### config.mk
export PLATFORM = sky130hd
export DESIGN_NAME = clock_generator_osc_pll_control
export DESIGN_NICKNAME = d
export VERILOG_FILES = /design/src/verilog/clkgen_pkg.sv /design/src/verilog/pin_edge_sync.sv /design/src/verilog/clock_generator_osc_pll_control.sv
export VERILOG_INCLUDE_DIRS = /design/src /design/src/verilog
export SDC_FILE = /design/constraint.sdc
export NUM_CORES = 1
export LEC_CHECK = 0
export BUFFER_PORTS_ARGS = -buffer_cell sky130_fd_sc_hd__buf_2
export CAP_MARGIN = 15
export CORE_AREA = 2 2 125 139
export DETAILED_ROUTE_END_ITERATION = 12
export DIE_AREA = 0 0 127 141
export GPL_ROUTABILITY_DRIVEN = 0
export PLACE_DENSITY = 0.77
export SLEW_MARGIN = 10
export SYNTH_ARGS = -nofsm -noshare
export SYNTH_HDL_FRONTEND = slang
export SYNTH_HIERARCHICAL = 1
export SYNTH_SLANG_ARGS = --single-unit
### constraint.sdc
create_clock -name ref_clk -period 2.5 [get_ports ref_clk]
set_clock_uncertainty 0.05 [all_clocks]
set_input_delay 0.25 -clock ref_clk [delete_from_list [all_inputs] [get_ports ref_clk]]
set_output_delay 0.25 -clock ref_clk [all_outputs]
set_load 0.005 [all_outputs]
### src/verilog/clkgen_regs.svh
// Purpose: Constants of the clock generator control block.
// Assumes: Reference clock at 125 MHz.
// Notes:   Field widths without a documented figure are fixed here.
`ifndef CLKGEN_REGS_SVH
`define CLKGEN_REGS_SVH

`define OSC_COUNT_W        8
`define OSC_PRESCALE_LAST  3'h7
`define MAIN_COUNT_W       16
`define MEAS_FALL_W        5
`define MEAS_PERIODS       5'h10
`define PLL_DIV_W          8
`define PLL_MUL_W          11
`define PLL_SETTLE_W       6
`define START_CNT_W        28
`define REF_CLK_MHZ        125
`define SLOW_XTAL_START_MS 1200
`define SLOW_RC_START_US   200
`define SLOW_XTAL_START_CYC (`SLOW_XTAL_START_MS * 1000 * `REF_CLK_MHZ)
`define SLOW_RC_START_CYC  (`SLOW_RC_START_US * `REF_CLK_MHZ)

`endif

### src/verilog/clkgen_pkg.sv
// Purpose: Types shared by the clock generator control block.
// Assumes: clkgen_regs.svh gives the configuration field widths.
// Notes:   One-hot measurement states.
`include "clkgen_regs.svh"

package clkgen_pkg;

  typedef struct packed {
    logic                      enable;
    logic                      bypass;
    logic [`OSC_COUNT_W-1:0]   count;
  } osc_cfg_t;

  typedef struct packed {
    logic [`PLL_DIV_W-1:0]     div;
    logic [`PLL_MUL_W-1:0]     mul;
    logic [`PLL_SETTLE_W-1:0]  settle;
  } pll_cfg_t;

  typedef struct packed {
    pll_cfg_t                  cfg;
    logic [`PLL_SETTLE_W-1:0]  cnt;
    logic                      locked;
  } pll_state_t;

  typedef enum logic [3:0] {
    MEAS_IDLE  = 4'h1,
    MEAS_ARM   = 4'h2,
    MEAS_COUNT = 4'h4,
    MEAS_DONE  = 4'h8
  } meas_state_t;

  typedef struct packed {
    logic s1;
    logic s2;
    logic s3;
  } sync_state_t;

endpackage

### src/verilog/pin_edge_sync.sv
// Purpose: Three-stage synchroniser with edge pulses for a pin input.
// Assumes: Input toggles well below half the reference clock rate.
// Notes:   Edges are taken from stages two and three only.
`timescale 1ns/1ps

module pin_edge_sync
  import clkgen_pkg::*;
(
  input  wire logic ref_clk,
  input  wire logic resetn,
  input  wire logic pin_in,
  output logic      level,
  output logic      rise,
  output logic      fall
);

  sync_state_t st_ff;
  sync_state_t nxt_st;

  always_comb begin
    nxt_st    = st_ff;
    nxt_st.s1 = pin_in;
    nxt_st.s2 = st_ff.s1;
    nxt_st.s3 = st_ff.s2;
  end

  always_ff @(posedge ref_clk or negedge resetn) begin
    if (!resetn) begin
      st_ff <= '0;
    end else begin
      st_ff <= nxt_st;
    end
  end

  assign level = st_ff.s3;
  assign rise  = st_ff.s2 & ~st_ff.s3;
  assign fall  = ~st_ff.s2 & st_ff.s3;

endmodule

### src/verilog/clock_generator_osc_pll_control.sv
// Purpose: Control of main oscillator, frequency meter, slow start-up and two PLLs.
// Assumes: Slow and main clocks arrive as pins far slower than ref_clk.
// Notes:   Analogue parts are steered through the enable and setting outputs.
`timescale 1ns/1ps

`include "clkgen_regs.svh"

// Function
// - After reset the main oscillator is off and the slow clock runs.
// - Clearing the oscillator enable clears the stable flag.
// - Enable write clears stable and loads countdown clocked at slow clock / 8.
// - The start-up count field is 8 bits wide.
// - Countdown at zero sets stable flag; masked flag raises interrupt.
// - Once stable, count main clock cycles from the next slow rising edge.
// - On the 16th slow falling edge stop counting and set done.
// - Measured count is readable: main cycles from a slow rise to the 16th slow fall.
// - Each PLL input divider accepts 1 to 255.
// - Divider field 0 holds divider and PLL output at 0.
// - Reset clears every divider field to 0.
// - PLL output is source times (multiplier + 1) over divider.
// - Multiplier 0 powers down the PLL; nonzero re-enables it when the divider field is nonzero.
// - Re-enable or rewrite clears lock and loads the settle count.
// - PLL countdown steps each slow cycle; at zero lock sets, may interrupt.
// - Slow start-up delay is 1200 ms for crystal, 200 us for RC.
// - The slow clock runs permanently; other clocks may stop.
module clock_generator_osc_pll_control
  import clkgen_pkg::*;
#(
  parameter int unsigned XTAL_START_CYC = `SLOW_XTAL_START_CYC,
  parameter int unsigned RC_START_CYC   = `SLOW_RC_START_CYC
)
(
  input  wire logic                      ref_clk,
  input  wire logic                      resetn,
  input  wire logic                      slow_clock,
  input  wire logic                      main_osc_clock,
  input  wire logic                      slow_source_select,
  input  wire logic                      osc_cfg_wr,
  input  wire osc_cfg_t                  osc_cfg_in,
  input  wire logic [1:0]                pll_cfg_wr,
  input  wire pll_cfg_t [1:0]            pll_cfg_in,
  input  wire logic [2:0]                irq_mask,
  output logic                           main_osc_enable,
  output logic                           osc_bypass_select,
  output logic [`OSC_COUNT_W-1:0]        osc_startup_count,
  output logic                           main_osc_power,
  output logic                           main_osc_stable,
  output logic                           freq_measure_done,
  output logic [`MAIN_COUNT_W-1:0]       main_cycle_count,
  output pll_cfg_t [1:0]                 pll_setting,
  output logic [1:0]                     pll_power,
  output logic [1:0]                     pll_div_run,
  output logic                           pll_a_locked,
  output logic                           pll_b_locked,
  output logic                           slow_source_xtal,
  output logic                           slow_clock_ready,
  output logic                           power_irq
);

  typedef struct packed {
    osc_cfg_t                  osc;
    logic [`OSC_COUNT_W-1:0]   osc_cnt;
    logic [2:0]                osc_pre;
    logic                      osc_run;
    logic                      stable;
    meas_state_t               meas;
    logic [`MEAS_FALL_W-1:0]   falls;
    logic [`MAIN_COUNT_W-1:0]  main_cnt;
    pll_state_t [1:0]          pll;
    logic                      src_taken;
    logic [1:0]                src_wait;
    logic                      src_xtal;
    logic [`START_CNT_W-1:0]   start_cnt;
    logic                      slow_ready;
    logic                      irq;
  } ctrl_state_t;

  ctrl_state_t st_ff;
  ctrl_state_t nxt_st;

  // Limits cut to the counter width once; the crystal figure needs all 28 bits
  localparam logic [`START_CNT_W-1:0] XTAL_LIMIT = `START_CNT_W'(XTAL_START_CYC);
  localparam logic [`START_CNT_W-1:0] RC_LIMIT   = `START_CNT_W'(RC_START_CYC);

  logic       slow_lvl;
  logic       slow_rise;
  logic       slow_fall;
  logic       main_rise;
  logic       src_lvl;
  logic       osc_tick;
  logic [2:0] status_bits;

  // Pins pass three flops; edges come from the second and third, so they are seen two cycles late
  pin_edge_sync u_slow_sync (
    .ref_clk (ref_clk),
    .resetn  (resetn),
    .pin_in  (slow_clock),
    .level   (slow_lvl),
    .rise    (slow_rise),
    .fall    (slow_fall)
  );

  pin_edge_sync u_main_sync (
    .ref_clk (ref_clk),
    .resetn  (resetn),
    .pin_in  (main_osc_clock),
    .level   (),
    .rise    (main_rise),
    .fall    ()
  );

  pin_edge_sync u_src_sync (
    .ref_clk (ref_clk),
    .resetn  (resetn),
    .pin_in  (slow_source_select),
    .level   (src_lvl),
    .rise    (),
    .fall    ()
  );

  // Countdown end test shared by both counters; a count of 0 acts as 1
  function automatic logic count_ends(input logic [`OSC_COUNT_W-1:0] cnt);
    return (cnt <= `OSC_COUNT_W'(1));
  endfunction

  // One PLL channel: write handling, power-down and lock countdown
  function automatic pll_state_t pll_next(input pll_state_t cur,
                                          input logic       wr,
                                          input pll_cfg_t   cfg,
                                          input logic       tick);
    pll_state_t n;
    n = cur;
    if (wr) begin
      // A write beats a same-cycle lock: new settings need a fresh wait
      // clear lock, reload
      n.cfg    = cfg;
      n.cnt    = cfg.settle;
      n.locked = 1'b0;
    end else if (cur.cfg.mul == '0) begin
      n.locked = 1'b0;
    end else if (tick && !cur.locked) begin
      if (count_ends(`OSC_COUNT_W'(cur.cnt))) begin
        n.cnt    = '0;
        n.locked = 1'b1;
      end else begin
        n.cnt = cur.cnt - `PLL_SETTLE_W'(1);
      end
    end
    return n;
  endfunction

  // one-cycle tick at every eighth slow rise
  assign osc_tick    = slow_rise && (st_ff.osc_pre == `OSC_PRESCALE_LAST);
  // Status bits in interrupt mask order: {lock b, lock a, stable}
  assign status_bits = {st_ff.pll[1].locked, st_ff.pll[0].locked, st_ff.stable};

  always_comb begin
    nxt_st = st_ff;

    // Main oscillator control word
    // A write beats a same-cycle countdown end: the new count restarts the wait
    if (osc_cfg_wr) begin
      nxt_st.osc = osc_cfg_in;
      if (osc_cfg_in.enable) begin
        nxt_st.stable  = 1'b0;
        nxt_st.osc_cnt = osc_cfg_in.count;
        nxt_st.osc_pre = '0;
        nxt_st.osc_run = 1'b1;
      end else begin
        nxt_st.stable  = 1'b0;
        nxt_st.osc_run = 1'b0;
      end
    end else if (st_ff.osc_run && slow_rise) begin
      nxt_st.osc_pre = st_ff.osc_pre + 3'h1;
      if (osc_tick) begin
        if (count_ends(st_ff.osc_cnt)) begin
          nxt_st.osc_cnt = '0;
          nxt_st.osc_run = 1'b0;
          nxt_st.stable  = 1'b1;
        end else begin
          nxt_st.osc_cnt = st_ff.osc_cnt - `OSC_COUNT_W'(1);
        end
      end
    end

    // Frequency measurement; a lost stable flag restarts it
    if (!st_ff.stable) begin
      nxt_st.meas  = MEAS_IDLE;
    end else begin
      unique case (st_ff.meas)
        MEAS_IDLE: begin
          nxt_st.meas     = MEAS_ARM;
          nxt_st.main_cnt = '0;
          nxt_st.falls    = '0;
        end
        MEAS_ARM: begin
          if (slow_rise) begin
            nxt_st.meas = MEAS_COUNT;
          end
        end
        MEAS_COUNT: begin
          // A main edge in the stopping cycle still counts
          if (main_rise) begin
            nxt_st.main_cnt = st_ff.main_cnt + `MAIN_COUNT_W'(1);
          end
          if (slow_fall) begin
            nxt_st.falls = st_ff.falls + `MEAS_FALL_W'(1);
            if (st_ff.falls + `MEAS_FALL_W'(1) == `MEAS_PERIODS) begin
              nxt_st.meas = MEAS_DONE;
            end
          end
        end
        MEAS_DONE: begin
          nxt_st.meas = MEAS_DONE;
        end
        default: begin
          nxt_st.meas = MEAS_IDLE;
        end
      endcase
    end

    for (int i = 0; i < 2; i++) begin
      nxt_st.pll[i] = pll_next(st_ff.pll[i], pll_cfg_wr[i], pll_cfg_in[i], slow_rise);
    end

    // Strap taken once after reset, when the synchroniser has filled;
    // sooner it would still show the flops' reset zeros
    if (!st_ff.src_taken) begin
      if (st_ff.src_wait == 2'h3) begin
        nxt_st.src_taken = 1'b1;
        nxt_st.src_xtal  = src_lvl;
        nxt_st.start_cnt = '0;
      end else begin
        nxt_st.src_wait = st_ff.src_wait + 2'h1;
      end
    end else if (!st_ff.slow_ready) begin
      if (st_ff.start_cnt >= (st_ff.src_xtal ? XTAL_LIMIT : RC_LIMIT)) begin
        nxt_st.slow_ready = 1'b1;
      end else begin
        nxt_st.start_cnt = st_ff.start_cnt + `START_CNT_W'(1);
      end
    end

    // masked status drives the interrupt
    // Registered, so a flag that clears and sets in one cycle cannot glitch it
    nxt_st.irq = |(status_bits & irq_mask);
  end

  always_ff @(posedge ref_clk or negedge resetn) begin
    if (!resetn) begin
      st_ff      <= '0;
      st_ff.meas <= MEAS_IDLE;
    end else begin
      st_ff <= nxt_st;
    end
  end

  assign main_osc_enable   = st_ff.osc.enable;
  assign osc_bypass_select = st_ff.osc.bypass;
  assign osc_startup_count = st_ff.osc.count;
  // bypass keeps the crystal amplifier off
  assign main_osc_power    = st_ff.osc.enable & ~st_ff.osc.bypass;
  assign main_osc_stable   = st_ff.stable;
  assign freq_measure_done = (st_ff.meas == MEAS_DONE);
  assign main_cycle_count  = st_ff.main_cnt;
  assign pll_a_locked      = st_ff.pll[0].locked;
  assign pll_b_locked      = st_ff.pll[1].locked;
  assign slow_source_xtal  = st_ff.src_xtal;
  // slow clock is never gated here
  assign slow_clock_ready  = st_ff.slow_ready;
  assign power_irq         = st_ff.irq;

  // analogue PLL applies (mul + 1) / div
  for (genvar g = 0; g < 2; g++) begin : g_pll_out
    assign pll_setting[g] = st_ff.pll[g].cfg;
    // No divided input means nothing to multiply, so power stays off too
    // power follows multiplier and divider
    assign pll_power[g]   = (st_ff.pll[g].cfg.mul != '0) && (st_ff.pll[g].cfg.div != '0);
    assign pll_div_run[g] = (st_ff.pll[g].cfg.div != '0);
  end

endmodule

==> results of run 1 <==
-- metal layers --
metal | vias to the layer above | wire [um] | global-route usage (%)
li1 | 3050 | - | -
met1 | 3121 | 8040 | 26.5
met2 | 187 | 9360 | 34.6
met3 | 39 | 861 | 5.54
met4 | 0 | 408 | 7.46
met5 | - | 0 | 0
-- registers in the layout, indices dropped and copies added (netlist names), 2 cells and up --
signal	cells
main_cycle_count	16
u_src_sync/nxt_st	2
st_ff	64
u_main_sync/nxt_st	2
u_slow_sync/nxt_st	2
osc_startup_count	8
pll_setting	50
-- per-stage QoR --
stage                     setup WS (ns)  hold WS, ns  cells  total power [mW]  cell area [um^2]
final                            0.0741       0.0128   1152              5.93              9650
after global routing            -0.0168      0.00142   1152              6.20              9650
after CTS                        0.0289     0.000698   1149              5.97              9510
after detailed placement        -0.0483        0.233   1095              3.45              8700
after global placement          0.00917        0.233   1095              3.42              8700
after floorplan                  0.0118      -0.0956    795              3.26              8040
-- power by group through the flow --
stage	Combinational (mW)	Sequential [mW]	Clock, mW
3_3_place_gp	0.584	2.84	0
4_1_cts	0.633	2.80	2.54
5_1_grt	0.717	2.83	2.66
2_1_floorplan	0.451	2.81	0
6_report	0.638	2.80	2.49
3_5_place_dp	0.604	2.84	0
-- worst paths after layout --
kind | from | to | slack (ns) | cells after the start
worst max-delay path | slow_source_xtal | st_ff[19] | 0.07 | 9
worst min-delay path | pll_cfg_in[32] | pll_setting[32] | 0.01 | 2
worst max register to register | slow_source_xtal | st_ff[19] | 0.07 | 9
worst min register to register | u_slow_sync/nxt_st[1] | u_slow_sync/nxt_st[0] | 0.30 | 0
max in group asynchronous | resetn | st_ff[119] | 1.27 | 3
min in group asynchronous | resetn | osc_startup_count[5] | 0.32 | 2
-- timing repair --
| action | in CTS | in global routing |
|---|---|---|
| gates resized for setup | 4 | 19 |
| endpoints found under the setup margin | 9 | 27 |
| endpoints found under the hold margin | 80 | 3 |
| pin swaps | 0 | 4 |
| hold buffers | 21 | 3 |
| gates cloned | 1 | 0 |
-- layout make-up --
class	count	area (um^2)
well taps	208	260
clock buffers	18	429
multi-input cells	507	3490
flip-flops and latches	155	3880
repair buffers	218	1320
inverters	32	128
clock inverters	14	136
fillers	1451	6990
==> metrics.log, run 1 <==
[metrics] iteration-0 DRC count of the detailed router: 282
[metrics] global-route total usage across every layer: 20.9%
[metrics] final worst path period share: 97.0%
[metrics] Cell Chain, Critical Path: ha_1 > a21o_1 > a311oi_1 > or4b_4 > nand4_1 > buf_4 > buf_4 > nor3_1 > a211o_1
[metrics] wire length after detailed routing: 18.7 mm
[metrics] result of the run: completed
[metrics] H-tree levels: 4
[metrics] vias: between 6000 and 7000
[metrics] path type of the worst min-delay path: in -> reg
[metrics] P_int: 4.38 mW
[metrics] total count of hold-check failures in the final report: 0
[metrics] worst-margin pin slew: 0.598 ns
[metrics] CTS sink cnt: 155
[metrics] number of nets in the finished design: around 1000
[metrics] Syn-to-layout area delta: 20.1%
[metrics] Startpoint Class: flip-flop
[metrics] Worst path top cell family by delay: simple AND/OR/NAND/NOR gates
[metrics] max_cap viols: 0
[metrics] Mapped Nets: 889
[metrics] die span in x: 127 um
[metrics] wire length per cell after detailed routing: 16.2 um
[metrics] buffer cell driving the clock tree root: sky130_fd_sc_hd__clkbuf_16
[metrics] gate count after technology mapping: between 700 and 800
[metrics] die height: 141 um
[metrics] relative max-transition margin: 60.1%
[metrics] input/output buffers: 158
[metrics] net switching power: roughly 1.6 mW
[metrics] share of layout cells above drive strength 1: 32.2%
[metrics] via count of the first global-routing pass: 6299
[metrics] most common cell type on the critical path: sky130_fd_sc_hd__buf_4
[metrics] delay of the slowest critical-path stage: approximately 0.54 ns
[metrics] synth warn: 6
[metrics] Clk Latency, worst-skew pair: 0.42 ns
[metrics] row count: 50
[metrics] critical path peak fanout: 5
[metrics] fraction of power spent switching nets: 26.2%
[metrics] Slew Viols, Final: 0
[metrics] pin count of the biggest net entering global routing: 64
[metrics] first-pass detailed-route iteration total: 6
[metrics] static leakage: between 4 and 5 nW
[metrics] power share of the combinational group: 10.8%
[metrics] final core area utilization: 58.0%
[metrics] post-route minimum period: approximately 2.4 ns
[metrics] pwr dens: 614 nW/um^2
[metrics] setup violation total in the final timing report: 0
[metrics] CP Capture Type: flip-flop
[metrics] start-to-end type of the worst setup path: reg -> reg
[metrics] fmax: 0.412 GHz
[metrics] largest voltage drop on the vdd net: 0.000411 V
[metrics] first-pass GRT wire length: 30.3 mm
[metrics] clock tree from TritonCTS: yes
[metrics] Clk pwr share: 42.0%
[metrics] Buf+Inv Stages, Crit Path: 2
[metrics] leading cell type in the layout, fill and taps excluded: sky130_fd_sc_hd__buf_2
[metrics] via density per instance: 5.55
[metrics] total congestion overflow after global routing: 0
[metrics] Total Die Area: between 15000 and 20000 um^2
[metrics] TNS Setup: 0 ns
[metrics] arrival time reported for the critical path endpoint: 2.68 ns
[metrics] highest-delay cell along the critical path: sky130_fd_sc_hd__or4b_4
[metrics] count of buffers added by post-CTS timing repair for setup: 0
[metrics] core area: approximately 17000 um^2
[metrics] sequential group share of total power: 47.3%
[metrics] Reg clk slew, reported paths: ~0.070 ns
[metrics] post-route DRC violation count: 0
[metrics] Inserted Clock Buffers: 17
[metrics] unrepaired setup endpoints after global routing: true
[metrics] worst-case clock buffer depth: 2
[metrics] number of antenna violations at the first check in global routing: 0
[metrics] placed wire-length estimate: 13.0 mm
[metrics] number of I/O pins: 159
[metrics] synthesized area per cell: 10.1 um^2
[metrics] critical path required time: 2.75 ns
[metrics] area of the mapped netlist: 8040 um^2
[metrics] commonest cells after routing, fill and taps aside: sky130_fd_sc_hd__buf_2 (157), sky130_fd_sc_hd__dfrtp_1 (152), sky130_fd_sc_hd__nand2_1 (65)
[metrics] antenna fix cells: 0
[metrics] starting utilization of the core area: between 40% and 50%
[metrics] remaining antenna violation count after routing: 0
(Power assumes the default switching activity.)
==> inputs of run 2 (changes only) <==
==> constraint.sdc (replaced) <==
create_clock -name ref_clk -period 2.1 [get_ports ref_clk]
set_clock_uncertainty 0.05 [all_clocks]
set_input_delay 0.21 -clock ref_clk [delete_from_list [all_inputs] [get_ports ref_clk]]
set_output_delay 0.21 -clock ref_clk [all_outputs]
set_load 0.005 [all_outputs]
==> metrics.log, run 2 (synthesized netlist as in run 1, its figures left out) <==
[metrics] topmost layer with routed signal wires: met4
[metrics] row count: 50
[metrics] startpoint of the worst hold path: osc_cfg_wr
[metrics] post-route DRC violation count: 0
[metrics] antenna fix cells: 0
[metrics] result of the run: complete, but fails checks
[metrics] starting utilization of the core area: around half
[metrics] violations in the final reports: negative setup slack
[metrics] max_cap viols: 0
[metrics] Startpoint Class: flip-flop
[metrics] remaining antenna violation count after routing: 0
[metrics] fin worst setup slack: -0.337 ns
[metrics] Inserted Clock Buffers: 17
[metrics] Critical path origin: slow_source_xtal
[metrics] critical path required time: approximately 2.4 ns
[metrics] start-to-end type of the worst setup path: reg -> reg
[metrics] static leakage: 5.09 nW
[metrics] arrival time reported for the critical path endpoint: 2.70 ns
[metrics] leading cell type in the layout, fill and taps excluded: sky130_fd_sc_hd__buf_2
[metrics] worst setup timing slack at the placement stage: -0.351 ns
[metrics] number of instances on the worst hold path: 2
[metrics] final worst path period share: 116%
[metrics] Total Die Area: between 15000 and 20000 um^2
[metrics] critical path peak fanout: 5
[metrics] worst-case clock buffer depth: 2
[metrics] iteration-0 DRC count of the detailed router: roughly 380
[metrics] met3 wire length: 1.05 mm
[metrics] Reg2Reg Launch Point: slow_source_xtal
[metrics] Clk Latency, worst-skew pair: 0.43 ns
[metrics] number of placed instances, taps included: around 1100
[metrics] commonest cells after routing, fill and taps aside: sky130_fd_sc_hd__buf_2 (157), sky130_fd_sc_hd__dfrtp_1 (152), sky130_fd_sc_hd__dlygate4sd3_1 (66)
[metrics] worst-margin pin slew: 0.473 ns
[metrics] setup violation total in the final timing report: 29
[metrics] total power of the final layout: 7.18 mW
[metrics] met2 wirelength from detailed routing: slightly above 10 mm
[metrics] number of antenna violations at the first check in global routing: 0
[metrics] first-pass detailed-route iteration total: 7
[metrics] global-route total usage across every layer: 22.6%
[metrics] die span in x: 127 um
[metrics] register with the highest flop count: st_ff
[metrics] first-pass GRT wire length: 32.7 mm
[metrics] total congestion overflow after global routing: 0
[metrics] via count of the first global-routing pass: ~6700
[metrics] die height: 141 um
[metrics] unrepaired setup endpoints after global routing: true
[metrics] total count of hold-check failures in the final report: 0
[metrics] placed wire-length estimate: around 13 mm
[metrics] core area: 16600 um^2
[metrics] Reg clk slew, reported paths: 0.07 ns
[metrics] fmax: roughly 0.41 GHz
[metrics] pwr dens: 676 nW/um^2
[metrics] post-layout instance count excluding filler cells: 1231
[metrics] vias: between 6000 and 7000
[metrics] input/output buffers: 158
[metrics] total routed wire length on the met1 layer: 8.24 mm
[metrics] CTS sink cnt: about 160
[metrics] Largest register FFs: 64
[metrics] share of layout cells above drive strength 1: between 30% and 40%
[metrics] Worst Hold Slack: 0.150 ns
[metrics] r2r worst-path depth: 10
[metrics] buffer cell driving the clock tree root: sky130_fd_sc_hd__clkbuf_16
[metrics] wire length after detailed routing: approximately 20 mm
[metrics] number of I/O pins: 159
[metrics] wire length per cell after detailed routing: between 15 and 20 um
[metrics] final core area utilization: between 60 and 70%
[metrics] CP Capture Type: flip-flop
[metrics] path type of the worst min-delay path: in -> reg
[metrics] via density per instance: 5.52
[metrics] largest voltage drop on the vdd net: 0.000543 V
[metrics] post-route minimum period: approximately 2.4 ns
[metrics] clock tree from TritonCTS: yes
[metrics] Slew Viols, Final: 0
[metrics] number of nets in the finished design: roughly 1100
[metrics] H-tree levels: 4
[metrics] relative max-transition margin: 68.5%
[metrics] Syn-to-layout area delta: 32.3%
[metrics] pin count of the biggest net entering global routing: 50
-- run 2: layer usage --
layer / track usage [%] / vias up
li1: - / 3225
met1: 28.2 / 3317
met2: 38.5 / 215
met3: 4.93 / 41
met4: 8.33 / 0
met5: 0 / -
-- run 2: worst paths after layout --
path,endpoint,slack (ns)
max,st_ff[19],-0.34
min,main_osc_stable,0.15
max reg2reg,st_ff[19],-0.34
min reg2reg,u_src_sync/level,0.29
max in group asynchronous,slow_source_xtal,1.12
min in group asynchronous,osc_bypass_select,0.24
-- run 2: where the power goes --
part / leakage [nW] / internal [mW] / switching [mW]
Clock: 0.277 / 1.58 / 1.40
Combinational: 2.88 / 0.449 / 0.417
Sequential: 1.93 / 3.18 / 0.161
Total: 5.09 / 5.21 / 1.97
-- run 2: through the flow --
stage / cell area, um^2 / TNS (ns)
final: 10600 / -8.18
after global routing: 10600 / -9.98
after CTS: 10400 / -7.09
after detailed placement: 9090 / -9.17
after global placement: 9090 / -7.52
after floorplan: 8190 / -3.46
-- run 2: worst max-delay path, stage by stage (launching register included) --
cell and delay [ns]:
sky130_fd_sc_hd__dfrtp_2 0.47, sky130_fd_sc_hd__buf_6 0.15, sky130_fd_sc_hd__ha_4 0.25, sky130_fd_sc_hd__a21o_1 0.10
sky130_fd_sc_hd__a311oi_1 0.09, sky130_fd_sc_hd__or4b_4 0.51, sky130_fd_sc_hd__nand4_1 0.15, sky130_fd_sc_hd__buf_6 0.14
sky130_fd_sc_hd__buf_6 0.12, sky130_fd_sc_hd__nor3_2 0.04, sky130_fd_sc_hd__a211o_1 0.25
-- run 2: timing repair --
action | in CTS | in global routing
setup buffers | 3 | 2
endpoints found under the setup margin | 32 | 36
hold buffers | 66 | 0
gates cloned | 0 | 2
pin swaps | 2 | 19
hold endpoints to repair | 118 | 0
gates resized for setup | 6 | 39
-- run 2: area by class of cell --
| class | count | area, um^2 |
|---|---|---|
| Sequential cell | 155 | 3880 |
| Tap cell | 208 | 260 |
| Clock buffer | 17 | 425 |
| Multi-Input combinational cell | 507 | 3680 |
| Timing Repair Buffer | 297 | 2100 |
| Fill cell | 1244 | 6010 |
| Clock inverter | 15 | 151 |
| Inverter | 32 | 128 |
